## src/hw/crs_pkg.sv

```systemverilog
// Constants, register map and state types of the clock and reset supervisor
// Operation
// Withhold PLL clock until start-up delay ends
// Set PLL lock flag at operating frequency
// Clock control bits 7:2 read zero
// Clock-out enable bit drives clock pin
// Slow select divides CPU clock by 32
// Clock control bits read/write, cleared on reset
// Trim register resets to FFh, monotonic code
// Software loads trim value after every reset
// Three reset sources, pin low during delay
// Vector fetch from top-of-memory locations
// Active phase, 256-cycle delay, then fetch
// Vector fetch lasts exactly two cycles
// PLL start-up delay added when enabled
// External reset pulse caught without clock
// Reset pin is input and open-drain output
// Watchdog underflow drives pin low minimum width
// Pin held low while low-voltage reset
// Low-voltage reset clears watchdog reset flag
// Warning flag is live, read-only, unlatched
// Warning works only with detector enabled
// Interrupt on each warning threshold crossing
// Threshold selectable; warning follows selection
// Bit 3 is hardware-owned PLL lock flag
// Bit 2 low-voltage flag, write zero clears
// Bit 0 enables interrupt, cleared on entry
// Interrupt wakes from wait, register frozen halt
// Divider switch gives no truncated pulses
package crs_pkg;

   // ----------------------------------------
   // Timing
   // ----------------------------------------
   localparam int CLK_MHZ        = 32'hA;
   localparam int DLY_CYC        = 32'h100;
   localparam int FETCH_CYC      = 32'h2;
   localparam int WDG_PULSE_NS   = 32'h7530;
   localparam int PLL_STARTUP_NS = 32'h186A0;
   // Least times, so round up
   localparam int WDG_CYC = (WDG_PULSE_NS * CLK_MHZ + 999) / 1000;
   localparam int PLL_CYC = (PLL_STARTUP_NS * CLK_MHZ + 999) / 1000;
   localparam int SLOW_DIV = 32'h20;

   // ----------------------------------------
   // Register indices, byte address is 4x
   // ----------------------------------------
   localparam logic [5:0] IDX_MCC  = 6'h38;
   localparam logic [5:0] IDX_TRIM = 6'h39;
   localparam logic [5:0] IDX_SIR  = 6'h3A;
   localparam logic [5:0] IDX_RSF  = 6'h3B;

   // ----------------------------------------
   // Fields and reset values
   // ----------------------------------------
   localparam int MCC_CKO_BIT   = 1;
   localparam int MCC_SLOW_BIT  = 0;
   localparam int SIR_LOCK_BIT  = 3;
   localparam int SIR_LOW_VOLTAGE_RESET_FLAG_BIT = 2;
   localparam int SIR_VOLTAGE_WARNING_FLAG_BIT  = 1;
   localparam int SIR_VOLTAGE_WARNING_IRQ_ENABLE_BIT = 0;
   localparam int RSF_WDG_BIT   = 0;
   localparam logic [7:0]  TRIM_RST = 8'hFF;
   localparam logic [15:0] VEC_ADDR = 16'hFFFE;

   typedef enum logic [2:0] {ST_RUN, ST_ACT, ST_DELAY, ST_PLL, ST_FETCH} crs_state_t;
   typedef enum logic [1:0] {SRC_EXT, SRC_LVD, SRC_WDG} crs_src_t;

endpackage

```

## src/hw/crs_slow_div.sv

```systemverilog
// CPU clock enable generator with glitch-free slow mode switch
`timescale 1ns/100ps
module crs_slow_div #(
   parameter int DIV = 32
) (
   // Clock and reset
   input  wire logic core_clk_i,
   input  wire logic rst_n_i,
   // Mode and enable
   input  wire logic slow_sel_i,
   output logic      cpu_en_o
);

   // Counter is eight bits wide, and a divide below two has no slow period
   if (DIV < 2 || DIV > 256) begin : g_div_check
      $error("crs_slow_div: DIV out of range");
   end

   logic [7:0] cnt_q;
   logic       mode_q;
   logic       wrap;

   assign wrap = (cnt_q == 8'(DIV - 1));

   // Mode changes only at the period boundary so no pulse is cut short
   always_ff @(posedge core_clk_i) begin
      if (!rst_n_i) begin
         cnt_q    <= 8'h00;
         mode_q   <= 1'b0;
         cpu_en_o <= 1'b1;
      end else begin
         cnt_q <= wrap ? 8'h00 : cnt_q + 8'h01;
         if (wrap) begin
            mode_q <= slow_sel_i;
         end
         cpu_en_o <= mode_q ? wrap : 1'b1;
      end
   end

endmodule

```

## src/hw/crs_supervisor.sv

```systemverilog
// Clock control, reset sequencing and supply supervision with APB registers
//
// Decided for this implementation: the APB register port.
`timescale 1ns/100ps
module crs_supervisor (
   // Clock and reset
   input  wire logic        core_clk_i,
   input  wire logic        rst_n_i,
   // APB slave
   input  wire logic        psel,
   input  wire logic        penable,
   input  wire logic        pwrite,
   input  wire logic [7:0]  paddr,
   input  wire logic [31:0] pwdata,
   output logic [31:0]      prdata,
   output logic             pready,
   output logic             pslverr,
   // Reset pin, open drain
   input  wire logic        rst_pin_i,
   output logic             rst_pin_o,
   output logic             rst_pin_oe_o,
   // Reset sources and configuration options
   input  wire logic        lvd_rst_i,
   input  wire logic        wdg_underflow_i,
   input  wire logic        pll_en_opt_i,
   input  wire logic        lvd_en_opt_i,
   input  wire logic [1:0]  lvd_level_i,
   // Analog status
   input  wire logic        pll_lock_i,
   input  wire logic        avd_cmp_i,
   // Power modes and interrupt handshake
   input  wire logic        halt_i,
   input  wire logic        wake_i,
   input  wire logic        irq_ack_i,
   // Core side
   output logic             core_rst_n_o,
   output logic             vec_fetch_o,
   output logic [15:0]      vec_addr_o,
   output logic             cpu_clk_en_o,
   output logic             pll_clk_en_o,
   output logic             clk_out_en_o,
   output logic [7:0]       trim_code_o,
   output logic [1:0]       lvd_thresh_o,
   output logic [1:0]       avd_thresh_o,
   output logic             avd_irq_o,
   output logic             avd_wake_o
);

   // ----------------------------------------
   // Declarations
   // ----------------------------------------
   crs_pkg::crs_state_t state_q;
   crs_pkg::crs_state_t state_d;
   crs_pkg::crs_src_t   src_q;
   crs_pkg::crs_src_t   src_d;
   logic [15:0] cnt_q;
   logic [15:0] cnt_d;
   logic [15:0] pll_cnt_q;
   logic        ext_catch_q;
   logic        ext_m_q;
   logic        ext_s_q;
   logic        pin_m_q;
   logic        pin_s_q;
   logic        lvd_m_q;
   logic        lvd_s_q;
   logic        lock_m_q;
   logic        lock_s_q;
   logic        avd_m_q;
   logic        avd_s_q;
   logic        slow_sel_q;
   logic        lock_q;
   logic        low_voltage_reset_flag_q;
   logic        voltage_warning_flag_q;
   logic        voltage_warning_irq_enable_q;
   logic        watchdog_reset_flag_q;
   logic        pll_start;
   logic        in_reset;
   logic        wr_en;
   logic        rd_hit;
   logic [5:0]  idx;
   logic [7:0]  rd_byte;

   assign in_reset = (state_q != crs_pkg::ST_RUN);
   assign idx      = paddr[7:2];

   // ----------------------------------------
   // Input synchronisers
   // ----------------------------------------

   // Low pulse on the pin is caught without a clock, so halt cannot miss it
   always_ff @(posedge core_clk_i or negedge rst_pin_i) begin
      if (!rst_pin_i) begin
         ext_catch_q <= 1'b1;
      end else if (!rst_n_i || in_reset) begin
         ext_catch_q <= 1'b0;
      end
   end

   // Catch chain is flushed in reset so our own pin drive never retriggers
   always_ff @(posedge core_clk_i) begin
      if (!rst_n_i || in_reset) begin
         ext_m_q <= 1'b0;
         ext_s_q <= 1'b0;
      end else begin
         ext_m_q <= ext_catch_q;
         ext_s_q <= ext_m_q;
      end
   end

   // Two flip-flops for the pin, low-voltage, lock and warning comparator levels
   always_ff @(posedge core_clk_i) begin
      if (!rst_n_i) begin
         pin_m_q  <= 1'b1;
         pin_s_q  <= 1'b1;
         lvd_m_q  <= 1'b0;
         lvd_s_q  <= 1'b0;
         lock_m_q <= 1'b0;
         lock_s_q <= 1'b0;
         avd_m_q  <= 1'b0;
         avd_s_q  <= 1'b0;
      end else begin
         pin_m_q  <= rst_pin_i;
         pin_s_q  <= pin_m_q;
         lvd_m_q  <= lvd_rst_i & lvd_en_opt_i;
         lvd_s_q  <= lvd_m_q;
         lock_m_q <= pll_lock_i;
         lock_s_q <= lock_m_q;
         avd_m_q  <= avd_cmp_i;
         avd_s_q  <= avd_m_q;
      end
   end

   // ----------------------------------------
   // Reset sequencer
   // ----------------------------------------

   // Next state; low voltage preempts every other phase
   always_comb begin
      state_d = state_q;
      src_d   = src_q;
      cnt_d   = cnt_q + 16'h0001;
      unique case (state_q)
         crs_pkg::ST_RUN: begin
            cnt_d = 16'h0000;
            if (wdg_underflow_i) begin
               state_d = crs_pkg::ST_ACT;
               src_d   = crs_pkg::SRC_WDG;
            end else if (ext_s_q) begin
               state_d = crs_pkg::ST_ACT;
               src_d   = crs_pkg::SRC_EXT;
            end
         end
         crs_pkg::ST_ACT: begin
            if ((src_q == crs_pkg::SRC_LVD && !lvd_s_q) ||
                (src_q == crs_pkg::SRC_WDG && cnt_q == 16'(crs_pkg::WDG_CYC - 1)) ||
                (src_q == crs_pkg::SRC_EXT && pin_s_q)) begin
               state_d = crs_pkg::ST_DELAY;
               cnt_d   = 16'h0000;
            end
         end
         crs_pkg::ST_DELAY: begin
            if (cnt_q == 16'(crs_pkg::DLY_CYC - 1)) begin
               state_d = pll_en_opt_i ? crs_pkg::ST_PLL : crs_pkg::ST_FETCH;
               cnt_d   = 16'h0000;
            end
         end
         crs_pkg::ST_PLL: begin
            // Leave in the cycle the PLL clock is released, so the wait is exactly the start-up delay
            if (pll_clk_en_o || pll_cnt_q == 16'(crs_pkg::PLL_CYC - 1)) begin
               state_d = crs_pkg::ST_FETCH;
               cnt_d   = 16'h0000;
            end
         end
         crs_pkg::ST_FETCH: begin
            if (cnt_q == 16'(crs_pkg::FETCH_CYC - 1)) begin
               state_d = crs_pkg::ST_RUN;
            end
         end
         default: begin
            state_d = crs_pkg::ST_DELAY;
         end
      endcase
      if (lvd_s_q && !(state_q == crs_pkg::ST_ACT && src_q == crs_pkg::SRC_LVD)) begin
         state_d = crs_pkg::ST_ACT;
         src_d   = crs_pkg::SRC_LVD;
         cnt_d   = 16'h0000;
      end
   end

   // Power-up enters the delay phase directly
   always_ff @(posedge core_clk_i) begin
      if (!rst_n_i) begin
         state_q <= crs_pkg::ST_DELAY;
         src_q   <= crs_pkg::SRC_EXT;
         cnt_q   <= 16'h0000;
      end else begin
         state_q <= state_d;
         src_q   <= src_d;
         cnt_q   <= cnt_d;
      end
   end

   // Outputs registered from next state, so they line up with state_q
   always_ff @(posedge core_clk_i) begin
      if (!rst_n_i) begin
         rst_pin_oe_o <= 1'b1;
         rst_pin_o    <= 1'b0;
         core_rst_n_o <= 1'b0;
         vec_fetch_o  <= 1'b0;
         vec_addr_o   <= crs_pkg::VEC_ADDR;
      end else begin
         // External source holds the pin itself; driving it would hide release
         rst_pin_oe_o <= (state_d == crs_pkg::ST_DELAY) ||
                         (state_d == crs_pkg::ST_ACT && src_d != crs_pkg::SRC_EXT);
         rst_pin_o    <= 1'b0;
         core_rst_n_o <= (state_d == crs_pkg::ST_RUN);
         vec_fetch_o  <= (state_d == crs_pkg::ST_FETCH);
         vec_addr_o   <= crs_pkg::VEC_ADDR | {15'h0000, cnt_d[0]};
      end
   end

   // ----------------------------------------
   // PLL start-up gating
   // ----------------------------------------
   assign pll_start = pll_en_opt_i &&
                      ((state_q == crs_pkg::ST_DELAY && state_d == crs_pkg::ST_PLL) ||
                       (state_q == crs_pkg::ST_RUN && wake_i));

   // Clock is withheld for the whole start-up delay on each start
   always_ff @(posedge core_clk_i) begin
      // Only the phases before the PLL wait and a wake in run restart it; fetch must keep the released clock
      if (!rst_n_i || pll_start || state_q == crs_pkg::ST_ACT || state_q == crs_pkg::ST_DELAY) begin
         pll_cnt_q    <= 16'h0000;
         pll_clk_en_o <= 1'b0;
      end else if (!pll_clk_en_o) begin
         pll_cnt_q    <= pll_cnt_q + 16'h0001;
         pll_clk_en_o <= (pll_cnt_q == 16'(crs_pkg::PLL_CYC - 1));
      end
   end

   // Lock flag owned by hardware alone
   always_ff @(posedge core_clk_i) begin
      if (!rst_n_i) begin
         lock_q <= 1'b0;
      end else begin
         lock_q <= pll_en_opt_i & pll_clk_en_o & lock_s_q;
      end
   end

   // ----------------------------------------
   // Clock control and trim registers
   // ----------------------------------------
   assign wr_en = psel & penable & pready & pwrite;

   // Cleared by every reset phase, not only power-up
   always_ff @(posedge core_clk_i) begin
      if (!rst_n_i || in_reset) begin
         slow_sel_q   <= 1'b0;
         clk_out_en_o <= 1'b0;
         trim_code_o  <= crs_pkg::TRIM_RST;
      end else if (wr_en && idx == crs_pkg::IDX_MCC) begin
         slow_sel_q   <= pwdata[crs_pkg::MCC_SLOW_BIT];
         clk_out_en_o <= pwdata[crs_pkg::MCC_CKO_BIT];
      end else if (wr_en && idx == crs_pkg::IDX_TRIM) begin
         trim_code_o  <= pwdata[7:0];
      end
   end

   crs_slow_div #(
      .DIV        (crs_pkg::SLOW_DIV)
   ) u_slow_div (
      .core_clk_i (core_clk_i),
      .rst_n_i    (rst_n_i),
      .slow_sel_i (slow_sel_q),
      .cpu_en_o   (cpu_clk_en_o)
   );

   // ----------------------------------------
   // Supply integrity
   // ----------------------------------------

   // Thresholds follow the option; warning tracks the detector level
   always_ff @(posedge core_clk_i) begin
      if (!rst_n_i) begin
         lvd_thresh_o <= 2'h0;
         avd_thresh_o <= 2'h0;
      end else begin
         lvd_thresh_o <= lvd_level_i;
         avd_thresh_o <= lvd_level_i;
      end
   end

   // Frozen during halt; set wins over a software clear
   always_ff @(posedge core_clk_i) begin
      if (!rst_n_i) begin
         voltage_warning_flag_q    <= 1'b0;
         voltage_warning_irq_enable_q   <= 1'b0;
         low_voltage_reset_flag_q   <= 1'b0;
         watchdog_reset_flag_q   <= 1'b0;
         avd_irq_o <= 1'b0;
      end else if (!halt_i) begin
         voltage_warning_flag_q <= lvd_en_opt_i & avd_s_q;
         if (wr_en && idx == crs_pkg::IDX_SIR) begin
            voltage_warning_irq_enable_q <= pwdata[crs_pkg::SIR_VOLTAGE_WARNING_IRQ_ENABLE_BIT];
         end
         if (state_d == crs_pkg::ST_ACT && src_d == crs_pkg::SRC_LVD) begin
            low_voltage_reset_flag_q <= 1'b1;
         end else if (wr_en && idx == crs_pkg::IDX_SIR && !pwdata[crs_pkg::SIR_LOW_VOLTAGE_RESET_FLAG_BIT]) begin
            low_voltage_reset_flag_q <= 1'b0;
         end
         if (state_d == crs_pkg::ST_ACT && src_d == crs_pkg::SRC_LVD) begin
            watchdog_reset_flag_q <= 1'b0;
         end else if (state_q == crs_pkg::ST_RUN && state_d == crs_pkg::ST_ACT &&
                      src_d == crs_pkg::SRC_WDG) begin
            watchdog_reset_flag_q <= 1'b1;
         end else if (wr_en && idx == crs_pkg::IDX_RSF && !pwdata[crs_pkg::RSF_WDG_BIT]) begin
            watchdog_reset_flag_q <= 1'b0;
         end
         // A toggle in the acknowledge cycle still leaves the request pending
         if (voltage_warning_irq_enable_q && lvd_en_opt_i && (voltage_warning_flag_q != (lvd_en_opt_i & avd_s_q))) begin
            avd_irq_o <= 1'b1;
         end else if (irq_ack_i) begin
            avd_irq_o <= 1'b0;
         end
      end
   end

   // Wake only from wait; halt keeps the request from waking
   always_ff @(posedge core_clk_i) begin
      if (!rst_n_i) begin
         avd_wake_o <= 1'b0;
      end else begin
         avd_wake_o <= avd_irq_o & ~halt_i;
      end
   end

   // ----------------------------------------
   // APB slave, zero wait states
   // ----------------------------------------
   always_comb begin
      rd_hit  = 1'b1;
      rd_byte = 8'h00;
      unique case (idx)
         crs_pkg::IDX_MCC:  rd_byte = {6'h00, clk_out_en_o, slow_sel_q};
         crs_pkg::IDX_TRIM: rd_byte = trim_code_o;
         crs_pkg::IDX_SIR:  rd_byte = {4'h0, lock_q, low_voltage_reset_flag_q, voltage_warning_flag_q, voltage_warning_irq_enable_q};
         crs_pkg::IDX_RSF:  rd_byte = {7'h00, watchdog_reset_flag_q};
         default:           rd_hit  = 1'b0;
      endcase
   end

   // Answer is ready in the first access cycle
   always_ff @(posedge core_clk_i) begin
      if (!rst_n_i) begin
         pready  <= 1'b0;
         prdata  <= 32'h0000_0000;
         pslverr <= 1'b0;
      end else begin
         pready  <= psel & ~penable;
         pslverr <= psel & ~penable & ~rd_hit;
         prdata  <= (psel & ~penable & ~pwrite & rd_hit) ? {24'h000000, rd_byte} : 32'h0000_0000;
      end
   end
endmodule

```

## config.mk

```make
export PLATFORM = sky130hd
export DESIGN_NAME = crs_supervisor
export DESIGN_NICKNAME = d
export VERILOG_FILES = /design/src/hw/crs_pkg.sv /design/src/hw/crs_slow_div.sv /design/src/hw/crs_supervisor.sv
export SDC_FILE = /design/constraint.sdc
export NUM_CORES = 1
export LEC_CHECK = 0
export ABC_AREA = 1
export ABC_CLOCK_PERIOD_IN_PS = 2430
export BUFFER_PORTS_ARGS = -buffer_cell sky130_fd_sc_hd__buf_2
export CAP_MARGIN = 20
export CORE_ASPECT_RATIO = 1.25
export CORE_MARGIN = 2
export CORE_UTILIZATION = 48
export CTS_BUF_LIST = sky130_fd_sc_hd__clkbuf_4
export DETAILED_ROUTE_END_ITERATION = 6
export GPL_TIMING_DRIVEN = 0
export PLACE_DENSITY = 0.75
export SLEW_MARGIN = 20
export SYNTH_ARGS = -nofsm -noshare
export SYNTH_HDL_FRONTEND = slang
export SYNTH_SLANG_ARGS = --single-unit
export TNS_END_PERCENT = 10
```

## constraint.sdc

```tcl
create_clock -name core_clk_i -period 2.43 [get_ports core_clk_i]
set_clock_uncertainty 0.2 [all_clocks]
set_input_delay 0.1215 -clock core_clk_i [delete_from_list [all_inputs] [get_ports core_clk_i]]
set_output_delay 0.1215 -clock core_clk_i [all_outputs]
set_load 0.05 [all_outputs]
```

[After elaboration in Yosys (flattened, before gate mapping)]
Index checks and enable logic that the tools add are counted.
Storage, ports and cells
  register bits: 130
  output and inout port bits: 71
  logic and storage cells: 163
Operators by class
  add/sub/neg operators: 3
  equal/unequal tests: 22
  multiplexer cells: 29
  bitwise operators: 18
  reduce and logical (&&, ||, !) cells: 52
Operator list (number)
  $pmux 16 s4: 1
  $mux 16: 3
  $add 16x1->16 const B: 2
  $pmux 8 s4: 1
  $eq 6x6->1 const B: 4
  $mux 3: 8
  $logic_and 1x1->1: 20
  $eq 16x1->1 const B: 1
  $eq 16x10->1 const B: 1
  $eq 16x8->1 const B: 1
  $eq 16x9->1 const B: 1
  $pmux 3 s5: 1
  $reduce_and 2->1: 7
  $and 1x1->1: 12
  $eq 3x2->1 const B: 4
  $mux 1: 11
  $logic_or 1x1->1: 9
  $add 8x1->8 const B: 1
  $eq 8x5->1 const B: 1
  $mux 2: 4
  $eq 3x1->1 const B: 2
  $eq 3x3->1 const B: 2
  $logic_not 3->1: 2
  $not 1->1: 6
  9 further kinds: 19

[Depth between registers and ports, before layout]
Gate-level depths: netlist of the first run.
  depth after elaboration: 14
  gate-level depth with buffers: 12

[By module]
Synthesis of the first run repeated with hierarchy kept, for this count alone.
Second synthesis, totals
  cell total of the unflattened synthesis: 560
  area total of the unflattened synthesis: 4219.0 µm²
Modules (own cells, without submodules)
  crs_supervisor: times used 1, cells an instance 501, area an instance 3792.4 µm², sequential area each 1627.8 µm²
  crs_slow_div: times used 1, cells an instance 59, area an instance 426.7 µm², sequential area each 200.2 µm²

[Worst setup path after synthesis of the first run]
OpenSTA, ideal clock, no wires.
  path kind: reg2reg
  from: register pll_clk_en_o
  to: register cnt_q[0]
  arrival time: 1.589 ns
  data required time: 2.113 ns
  slack: 0.524 ns
  stages on the path, launching flop included: 7
  path buffers: 1
  cell sequence: dfxtp_1 > inv_1 > nand3_1 > nand3_2 > o21ai_4 > buf_6 > nor2_2
Between the ends
  cells in the longest elaborated chain, start to end: 4
Ends and longest elaborated chain
  start, declared: RTL line crs_supervisor.sv:40  | output logic pll_clk_en_o,
  start signal, assigned: RTL line crs_supervisor.sv:237  | pll_clk_en_o <= (pll_cnt_q == 16'(crs_pkg::PLL_CYC - 1));
  $logic_or 1x1->1: RTL line crs_supervisor.sv:169  | if (pll_clk_en_o || pll_cnt_q == 16'(crs_pkg::PLL_CYC - 1)) begin
  $mux 16: RTL line crs_supervisor.sv:169
  $pmux 16 s4: RTL line crs_supervisor.sv:142  | unique case (state_q)
  $mux 1: RTL line crs_supervisor.sv:183  | if (lvd_s_q && !(state_q == crs_pkg::ST_ACT && src_q == crs_pkg::SRC_LVD)) begin
  end signal, assigned: RTL line crs_supervisor.sv:199  | cnt_q <= cnt_d;
  end, declared: RTL line crs_supervisor.sv:56  | logic [15:0] cnt_q;
No other way between the ends.
A chain may end at the register's enable or synchronous reset.

[Worst setup path after layout of the first run]
  from: input rst_n_i
  to: register prdata[1]
Between the ends
  cells in the longest elaborated chain, start to end: 1
Ends and longest elaborated chain
  start, declared: RTL line crs_supervisor.sv:8  | input wire logic rst_n_i,
  $reduce_and 2->1 (no line)
  end signal, assigned: RTL line crs_supervisor.sv:361  | prdata <= (psel & ~penable & ~pwrite & rd_hit) ? {24'h000000, rd_byte} : 32'h0000_0000;
  end, declared: RTL line crs_supervisor.sv:15  | output logic [31:0] prdata,
No other way between the ends.

==> reports/metrics.cfg, run 1 <==
[sta]
worstMarginPinSlew_ns=0.543
finalWorstSetupSlack_ns=0.0230
hold_slack_ns=0.144
final_hold_viol_count=0
relSlewSlack_pct=63.5
period_needed_ns=2.41
setup_tns_ns=0
min_period_over_period_pct=99.1
rsz0062_at_grt=true
setup_viol_count_final=0
slew_violations=0
fmax_ghz=0.415

[layout]
regArea_um2=1830
multi_input_area_um2=1870
fill_cells=749
syn_to_final_growth_pct=27.2
drive_gt1_share_pct=22.3
diodes=0
nets=775
fin_util_pct=62.3

[setup_path]
worstSetupPathType=input pin to flip-flop
arrival_ns=2.62
rr_worst_depth=9
worst-endpoint-required_ns=2.64
start_kind=input pin
cp-endpoint=prdata[1]
startpoint=rst_n_i
timing.rr.start=cnt_q[0]
reg2reg_to=cnt_q[3]
worstSetupEndpointType=flip-flop
cp_max_fo=7
ff2ff_setup_slack_ns=0.25

[cts]
cts_made_buffers=9
cts-root-buf=clkbuf_4
cts_buffer_depth=2
htree_num_levels=3
cts.sink_count=91
clk_pin_slew_ns=0.14
clk-insertion-delay-late_ns=0.46
cts_tree=built

[route]
routed_wl_um=9850
drt-pass1-iter-count=6
ant_nets=0
wl_per_cell_um=11.7
drtIter0Drc=227
routed_via_density=4.64
post-route-drc-count=0
dr_total_vias=3889

[placed_design]
post-place-ws_ns=0.255
dp_hpwl_um=6480
gp_congestion=0.910
io_buffers=61

[global_route]
track_usage_pct=21.3
grt_max_degree=17
antenna_found_initial=0
grt_pass1_vias=3680
grt_pass1_wl_um=15900
grt_overflow=0

[die]
dieArea_um2=9550
io_pins=128
die_h_um=109
die_w_um=87.8
initial_core_util_pct=49.0
coreArea_um2=8610
rows=38

[power_and_ir_drop]
power_per_cell_area_nw_per_um2=524
leakagePower_nw=2.54
vdd_ir_drop_max_mv=0.443

[outcome]
outcome=finished clean

[logic_synthesis]
yosys_warnings=0
seq_area_frac_synth_pct=43.4
syn_avg_cell_area_um2=7.47
ys_seq_elements=91
syn_inst=564
synth_cell_types=36
syn_area_um2=4220

[worst_hold_path]
worst_hold_path_type=input pin to flip-flop

[flow_run]
timing.max_cap.violations=0

[cell type report]
cell class | count | area share, %
clock inverter | 6 | 0.863
clock buffer | 10 | 1.40
tap | 120 | 2.80
inverter | 87 | 6.09
sequential | 91 | 34.1
multi-input combinational | 375 | 34.9
timing repair buffer | 101 | 13.3
buffer | 49 | 6.63
[how the worst min path moves through the flow]
stage	start	end	slack (ns)	cells after the start
final	paddr[4]	prdata[2]	0.14	8
after global routing	paddr[4]	prdata[2]	0.15	8
after CTS	paddr[4]	prdata[7]	0.03	6
after detailed placement	rst_pin_i	ext_catch_q	-0.11	1
after global placement	rst_pin_i	ext_catch_q	-0.12	1
after floorplan	rst_pin_i	ext_catch_q	-0.23	0
[stage by stage]
step / cell area, um^2 / cells / power, mW
final: 5360 / 839 / 2.81
after global routing: 5360 / 839 / 2.93
after CTS: 5330 / 838 / 2.81
after detailed placement: 4810 / 783 / 2.02
after global placement: 4810 / 783 / 2.01
after floorplan: 4360 / 602 / 1.94
[placed cells by master, fill, tap and decap left out, types with 2 or more instances in the layout]
cell and instances:
a21oi_1 25, clkinv_2 2, o211ai_1 5, a211oi_1 3, inv_2 2, xor2_1 14, inv_6 2, nand4_1 10
buf_4 44, o21ai_4 2, dfxtp_1 90, nor2_2 15, nand3_1 30, nor3b_1 3, or2_2 2, o21ai_0 20
clkbuf_4 11, ha_1 4, clkbuf_1 3, buf_2 62, nand3_2 3, dlymetal6s4s_1 2, nor3_1 14, inv_1 85
nor2_1 70, dlygate4sd3_1 37, nor3_2 3, conb_1 40, nand2_1 98
[critical path: stages]
cell and delay [ns]:
dlygate4sd3_1 0.52, clkbuf_4 0.19, nand2_1 0.06, nor2_1 0.09, dlygate4sd3_1 0.59, inv_1 0.07
nor3_2 0.21, dlygate4sd3_1 0.59, o21ai_0 0.09, inv_1 0.07
[cell usage after synthesis (all sizes together)]
master,n,area [um^2]
xnor2,1,8.76
inv,87,327
o22ai,1,6.26
clkbuf,3,11.3
dfstp,1,26.3
a211oi,4,35.0
a31oi,1,12.5
nand3,33,180
ha,4,50.1
buf,46,344
nor2,86,358
xor2,14,123
and2,1,6.26
a21oi,25,125
or2,3,18.8
nand2,99,374
nor3b,3,22.5
o211ai,5,37.5
nor3,18,111
conb,2,7.51
o21ba,1,10.0
dfxtp,90,1800
nor4,1,6.26
o21ai,24,143
nand4,10,62.6
o31ai,1,7.51
[power breakdown]
group          leakage [nW]  total [mW]  internal, mW  switching, mW
clock                0.0691       0.771         0.233          0.538
combinational          1.73       0.495         0.165          0.330
sequential            0.740        1.54          1.52         0.0209
[registers in the layout (all words and copies together), names as in the netlist, 2 cells and up]
| name | cells |
|---|---|
| avd_thresh_o | 2 |
| cnt_q | 16 |
| pll_cnt_q | 16 |
| prdata | 8 |
| src_q | 2 |
| state_q | 3 |
| trim_code_o | 8 |
| u_slow_div.cnt_q | 8 |
[routing by layer]
layer	GRT usage, %	vias to the layer above	part of all wire [%]
li1	-	1981	-
met1	22.9	1765	40
met2	38.6	123	53
met3	4.62	20	5.5
met4	10.7	0	1.8
met5	0	-	0
[logic make-up after synthesis]
family / after synthesis / share of synthesized area [%]
fa+ha+maj: 4 / 1.19
flops: 91 / 43.4
simple gates: 254 / 27.0
compound gates: 62 / 8.93
xor+xnor: 15 / 3.12
other cells: 2 / 0.178
buf+inv: 136 / 16.2
[what timing repair did]
action,CTS,global route
endpoints found under the hold margin,48,0
endpoints found under the setup margin,0,6
setup buffers,0,1
gates resized for setup,0,11
hold buffers,39,0
Note: power is estimated with default switching activity, not from simulation.
==> run 2, diff against run 1 <==
--- a/config.mk
+++ b/config.mk
@@ -10,7 +10,6 @@
 export BUFFER_PORTS_ARGS = -buffer_cell sky130_fd_sc_hd__buf_2
 export CAP_MARGIN = 20
 export CORE_ASPECT_RATIO = 1.25
-export CORE_MARGIN = 2
 export CORE_UTILIZATION = 48
 export CTS_BUF_LIST = sky130_fd_sc_hd__clkbuf_4
 export DETAILED_ROUTE_END_ITERATION = 6
==> run 2 against run 1 <==
  * Final cell count shrank 0.60%
  * Via count shrank 0.95%
  * Largest cell class unchanged
  * Worst hold slack lost 0.063 ns
  * Fmax grew 2.1%
  * Sequential power is essentially flat
==> reports/metrics.cfg, run 2 (same netlist as run 1, synthesis figures left out) <==
[outcome]
outcome=finished clean

[setup_path]
cp_max_fo=3  ; -4
arrival_ns=2.56  ; -0.06 ns
worstSetupEndpointType=flip-flop
worst-endpoint-required_ns=2.63  ; about the same
start_kind=input pin
ff2ff_setup_slack_ns=0.19  ; -0.06 ns
worstSetupPathType=input pin to flip-flop

[global_route]
grt_overflow=0  ; unchanged
grt_max_degree=17  ; unchanged
antenna_found_initial=0  ; unchanged
grt_pass1_vias=3552  ; -3.5%
track_usage_pct=20.8  ; -0.49 points
grt_pass1_wl_um=15100  ; -5.2%

[cts]
clk-insertion-delay-late_ns=0.45  ; about the same
cts.sink_count=91  ; unchanged
cts_made_buffers=9  ; unchanged
cts_tree=built
cts_buffer_depth=2  ; unchanged
htree_num_levels=3  ; unchanged
clk_pin_slew_ns=0.15  ; about the same
cts-root-buf=clkbuf_4

[placed_design]
gp_congestion=0.844  ; -7.3%
dp_hpwl_um=6380  ; -1.4%
placed_cell_area_um2=4810  ; about the same
io_buffers=61  ; unchanged
dp.cells=780  ; -0.38%

[route]
wl_per_cell_um=10.9  ; -6.9%
post-route-drc-count=0  ; unchanged
dr_wl_met3_um=398  ; -27%
ant_nets=0  ; unchanged
routed_via_density=4.62  ; -0.36%
top_layer=met4
met1_length_um=3720  ; -5.6%
drtIter0Drc=106  ; -53%
dr_total_vias=3852  ; -0.95%
routed_wl_um=9110  ; -7.5%
wl_met2_um=4820  ; -7.2%
drt-pass1-iter-count=4  ; -2

[power_and_ir_drop]
vdd_ir_drop_max_mv=0.416  ; -6.0%
p_total_mw=2.78  ; -1.2%
combinationalPowerShare_pct=17.4  ; -0.2 points
leakagePower_nw=2.49  ; -1.9%
seqPwrFrac_pct=55.6  ; +0.6 points
p_clk_share_pct=27.0  ; -0.4 points
p_sw_mw=0.876  ; -1.5%
power_per_cell_area_nw_per_um2=522  ; -0.36%
p_int_mw=1.90  ; -1.1%
swShare_pct=31.5  ; -0.093 points

[die]
die_h_um=107  ; -1.8%
rows=37  ; -2.6%
initial_core_util_pct=50.3  ; +1.3 points
die_w_um=85.8  ; -2.3%
dieArea_um2=9160  ; -4.1%
coreArea_um2=8380  ; -2.6%
io_pins=128  ; unchanged

[layout]
top_regs=cnt_q (16), pll_cnt_q (16)
fill_cells=747  ; -0.27%
syn_to_final_growth_pct=26.1
stdcell_area_um2=5320  ; -0.84%
finalNonFillerCells=834  ; -0.60%
diodes=0  ; unchanged
final_cell_mix=98 x nand2_1, 90 x dfxtp_1, 85 x inv_1, 71 x nor2_1, 62 x buf_2
drive_gt1_share_pct=21.9  ; -0.36 points
nets=773  ; -0.26%
mostFrequentLayoutCell=nand2_1
multi_input_area_um2=1860  ; -0.74%
regArea_um2=1830  ; unchanged

[sta]
hold_slack_ns=0.0813  ; -0.0629 ns
setup_tns_ns=0  ; unchanged
period_needed_ns=2.36  ; -0.0505 ns
final_hold_viol_count=0  ; unchanged
min_period_over_period_pct=97.0  ; -2.1 points
setup_viol_count_final=0  ; unchanged
fmax_ghz=0.424  ; +2.1%
slew_violations=0  ; unchanged

[worst_hold_path]
worst_hold_path_type=input pin to flip-flop

[flow_run]
timing.max_cap.violations=0  ; unchanged

[run 2: cell type report]
| type | count | area share, % |
|---|---|---|
| clock buffers | 9 | 1.27 |
| repair buffers | 99 | 12.9 |
| multi-input cells | 375 | 34.9 |
| plain buffers | 49 | 6.68 |
| inverters | 87 | 6.14 |
| well taps | 117 | 2.75 |
| flip-flops and latches | 91 | 34.4 |
| clock inverters | 7 | 0.965 |
[run 2: worst max-delay path, stage by stage]
cell and delay [ns]:
dlygate4sd3_1 0.53, buf_2 0.12, nor2_1 0.09, inv_1 0.07
dlygate4sd3_1 0.56, nor2_2 0.14, inv_1 0.07, nor3_2 0.14
dlygate4sd3_1 0.58, o21ai_0 0.08, inv_1 0.05
[run 2: per-layer routing]
| metal | GRT usage (%) | vias up |
|---|---|---|
| met5 | 0 | - |
| met2 | 39.4 | 91 |
| met1 | 21.6 | 1759 |
| li1 | - | 1989 |
| met4 | 8.69 | 0 |
| met3 | 4.85 | 13 |
[run 2: repair_timing]
item / 4_1_cts / 5_1_grt
hold buffers: 38 / 0
endpoints found under the setup margin: 0 / 1
endpoints found under the hold margin: 48 / 0
buffers inserted: 0 / 1
resized for setup: 0 / 3
[run 2: path summary, 6_finish.rpt]
check	endpoint	cells past startpoint	startpoint
worst max-delay path	prdata[1]	11	paddr[4]
worst min-delay path	prdata[6]	5	paddr[7]
max in group asynchronous	ext_catch_q	3	rst_pin_i
worst min register to register	lock_s_q	2	lock_m_q
worst max register to register	cnt_q[0]	9	cnt_q[0]
min in group asynchronous	ext_catch_q	3	rst_pin_i
[run 2: power groups by stage]
stage / registers (mW) / clock network (mW) / logic [mW]
floorplan: 1.60 / 0 / 0.337
global placement: 1.58 / 0 / 0.432
detailed placement: 1.58 / 0 / 0.439
CTS: 1.54 / 0.762 / 0.478
global route: 1.55 / 0.823 / 0.524
finish: 1.55 / 0.748 / 0.484
[run 2: metrics by stage]
step,util (%),setup slack [ns]
2_1_floorplan,-,0.524
3_3_place_gp,57.4,0.272
3_5_place_dp,57.4,0.227
4_1_cts,63.4,0.0317
5_1_grt,63.4,-0.00685
6_report,63.4,0.0735
==> run 3, diff against run 2 <==
--- a/config.mk
+++ b/config.mk
@@ -10,11 +10,10 @@
 export BUFFER_PORTS_ARGS = -buffer_cell sky130_fd_sc_hd__buf_2
 export CAP_MARGIN = 20
 export CORE_ASPECT_RATIO = 1.25
-export CORE_UTILIZATION = 48
+export CORE_UTILIZATION = 38
 export CTS_BUF_LIST = sky130_fd_sc_hd__clkbuf_4
 export DETAILED_ROUTE_END_ITERATION = 6
 export GPL_TIMING_DRIVEN = 0
-export PLACE_DENSITY = 0.75
 export SLEW_MARGIN = 20
 export SYNTH_ARGS = -nofsm -noshare
 export SYNTH_HDL_FRONTEND = slang
==> run 3 against run 2 <==
  * Fmax is 5.8% higher
  * Non-clock buffer count is 2 higher
  * Routed wire length is 0.35% higher
  * Register-to-register slack better by 0.05 ns
  * Critical path depth stayed put
  * Utilization is 13 points lower
  * Via count is 1.3% lower
  * Combinational power hardly changed
  * Critical endpoint is now trim_code_o[1]
  * Global-route usage is 3.9 points lower
==> reports/metrics.cfg, run 3 (same netlist as run 1, synthesis figures left out) <==
[cts]
cts.sink_count=91  ; unchanged
cts-root-buf=clkbuf_4
clk_pin_slew_ns=0.15  ; about the same
post_cts_buffers=0  ; unchanged
cts_buffer_depth=2  ; unchanged
htree_num_levels=3  ; unchanged
cts_made_buffers=9  ; unchanged
cts_tree=built
clk-insertion-delay-late_ns=0.45  ; about the same

[sta]
min_period_over_period_pct=91.7  ; -5.3 points
slew_violations=0  ; unchanged
final_hold_viol_count=0  ; unchanged
setup_viol_count_final=0  ; unchanged
setup_tns_ns=0  ; unchanged
relSlewSlack_pct=66.7
fmax_ghz=0.449  ; +5.8%
worstMarginPinSlew_ns=0.496
period_needed_ns=2.23  ; -0.129 ns
rsz0062_at_grt=false

[layout]
drive_gt1_share_pct=21.4  ; -0.48 points
stdcell_area_um2=5400  ; +1.5%
mostFrequentLayoutCell=nand2_1
top_regs=cnt_q (16), pll_cnt_q (16)
final_cell_mix=98 x nand2_1, 90 x dfxtp_1, 85 x inv_1, 72 x nor2_1, 63 x buf_2
finalNonFillerCells=852  ; +2.2%
syn_to_final_growth_pct=28.0
nets=775  ; +0.26%

[placed_design]
io_buffers=61  ; unchanged
dp_hpwl_um=6610  ; +3.5%
dp.cells=795  ; +1.9%
gp_congestion=0.831  ; -1.5%
placed_cell_area_um2=4830  ; +0.39%

[global_route]
antenna_found_initial=1  ; +1
track_usage_pct=16.9  ; -3.9 points
grt_pass1_vias=3622  ; +2.0%
grt_max_degree=17  ; unchanged
grt_pass1_wl_um=15400  ; +2.1%
grt_overflow=0  ; unchanged

[die]
die_h_um=120  ; +12%
dieArea_um2=11500  ; +26%
rows=42  ; +14%
io_pins=128  ; unchanged
initial_core_util_pct=39.5  ; -11 points
coreArea_um2=10700  ; +27%
die_w_um=96.2  ; +12%

[route]
wl_per_cell_um=10.7  ; -1.8%
drtIter0Drc=132  ; +25%
ant_nets=0  ; unchanged
routed_wl_um=9140  ; +0.35%
routed_via_density=4.46  ; -3.4%
drt-pass1-iter-count=5  ; +1
dr_total_vias=3800  ; -1.3%
post-route-drc-count=0  ; unchanged

[power_and_ir_drop]
leakagePower_nw=2.54  ; +1.6%
seqPwrFrac_pct=51.5  ; -4.1 points
p_int_mw=2.12  ; +12%
p_sw_mw=0.874  ; -0.19%
p_clk_share_pct=32.3  ; +5.3 points
power_per_cell_area_nw_per_um2=556  ; +6.4%
combinationalPowerShare_pct=16.2  ; -1.2 points
p_total_mw=3.00  ; +7.9%
swShare_pct=29.2  ; -2.4 points
vdd_ir_drop_max_mv=0.370  ; -11%

[setup_path]
start_kind=input pin
worstSetupPathType=input pin to flip-flop
cp_max_fo=7  ; +4
ff2ff_setup_slack_ns=0.24  ; +0.05 ns
worst-endpoint-required_ns=2.62  ; about the same
arrival_ns=2.41  ; -0.15 ns
worstSetupEndpointType=flip-flop

[worst_hold_path]
worst_hold_path_type=input pin to flip-flop

[flow_run]
timing.max_cap.violations=0  ; unchanged

[outcome]
outcome=finished clean

## run 3: cell types whose count changed in the layout (fill, tap and decap cells not counted), sizes merged
cell,change
diode,+1
dlygate4sd3,+3
clkinv,-2
clkinvlp,-1
bufinv,+2
## run 3: cell type report
type                            count  area [um^2]
Tap cell                          132          165
Inverter                           87          327
Sequential cell                    91         1830
Buffer                             49          355
Multi-Input combinational cell    375         1850
Fill cell                        1062         5270
Timing Repair Buffer              101          706
Clock buffer                       10         75.1
Clock inverter                      6         88.8
Antenna cell                        1         2.50
## run 3: worst max-delay path, cell delays in order
cell and delay [ns]:
dlygate4sd3_1 0.54, buf_2 0.12, inv_1 0.03, nor2_1 0.09, inv_1 0.08, nor2_1 0.18, nand2_1 0.23, nor2_1 0.27
nand2_1 0.09, dlygate4sd3_1 0.58, o211ai_1 0.08
## run 3: worst paths after layout
kind | startpoint | end | depth (start not counted)
min in group asynchronous | rst_pin_i | ext_catch_q | 3
worst min register to register | ext_m_q | ext_s_q | 2
worst max-delay path | paddr[5] | trim_code_o[1] | 11
worst max register to register | cnt_q[0] | cnt_q[2] | 9
max in group asynchronous | rst_pin_i | ext_catch_q | 3
worst min-delay path | paddr[6] | prdata[5] | 5
## run 3: power groups by stage
stage                     clock network (mW)  logic [mW]  registers, mW
after floorplan                            0       0.337           1.60
after detailed placement                   0       0.440           1.58
final                                  0.967       0.486           1.54
after global routing                    1.05       0.531           1.55
after CTS                              0.988       0.484           1.54
after global placement                     0       0.436           1.58
## run 3: stage by stage
stage	setup WS, ns	util, %	hold slack (ns)
2_1_floorplan	0.524	-	-0.226
3_3_place_gp	0.240	45.3	-0.118
3_5_place_dp	0.239	45.3	-0.112
4_1_cts	0.210	50.6	0.0140
5_1_grt	0.0682	50.6	0.112
6_report	0.202	50.6	0.0532
## run 3: repair_timing
| action | CTS | global route |
|---|---|---|
| endpoints found under the hold margin | 47 | 0 |
| hold buffers | 40 | 0 |
| resized for setup | 0 | 0 |
## run 3: metal layers
layer | up-vias | part of all wire (%) | global-route usage, %
met5 | - | 0 | 0
li1 | 1993 | - | -
met4 | 0 | 1.8 | 7.46
met1 | 1695 | 43 | 18.9
met3 | 12 | 4.2 | 3.17
met2 | 100 | 51 | 30.1
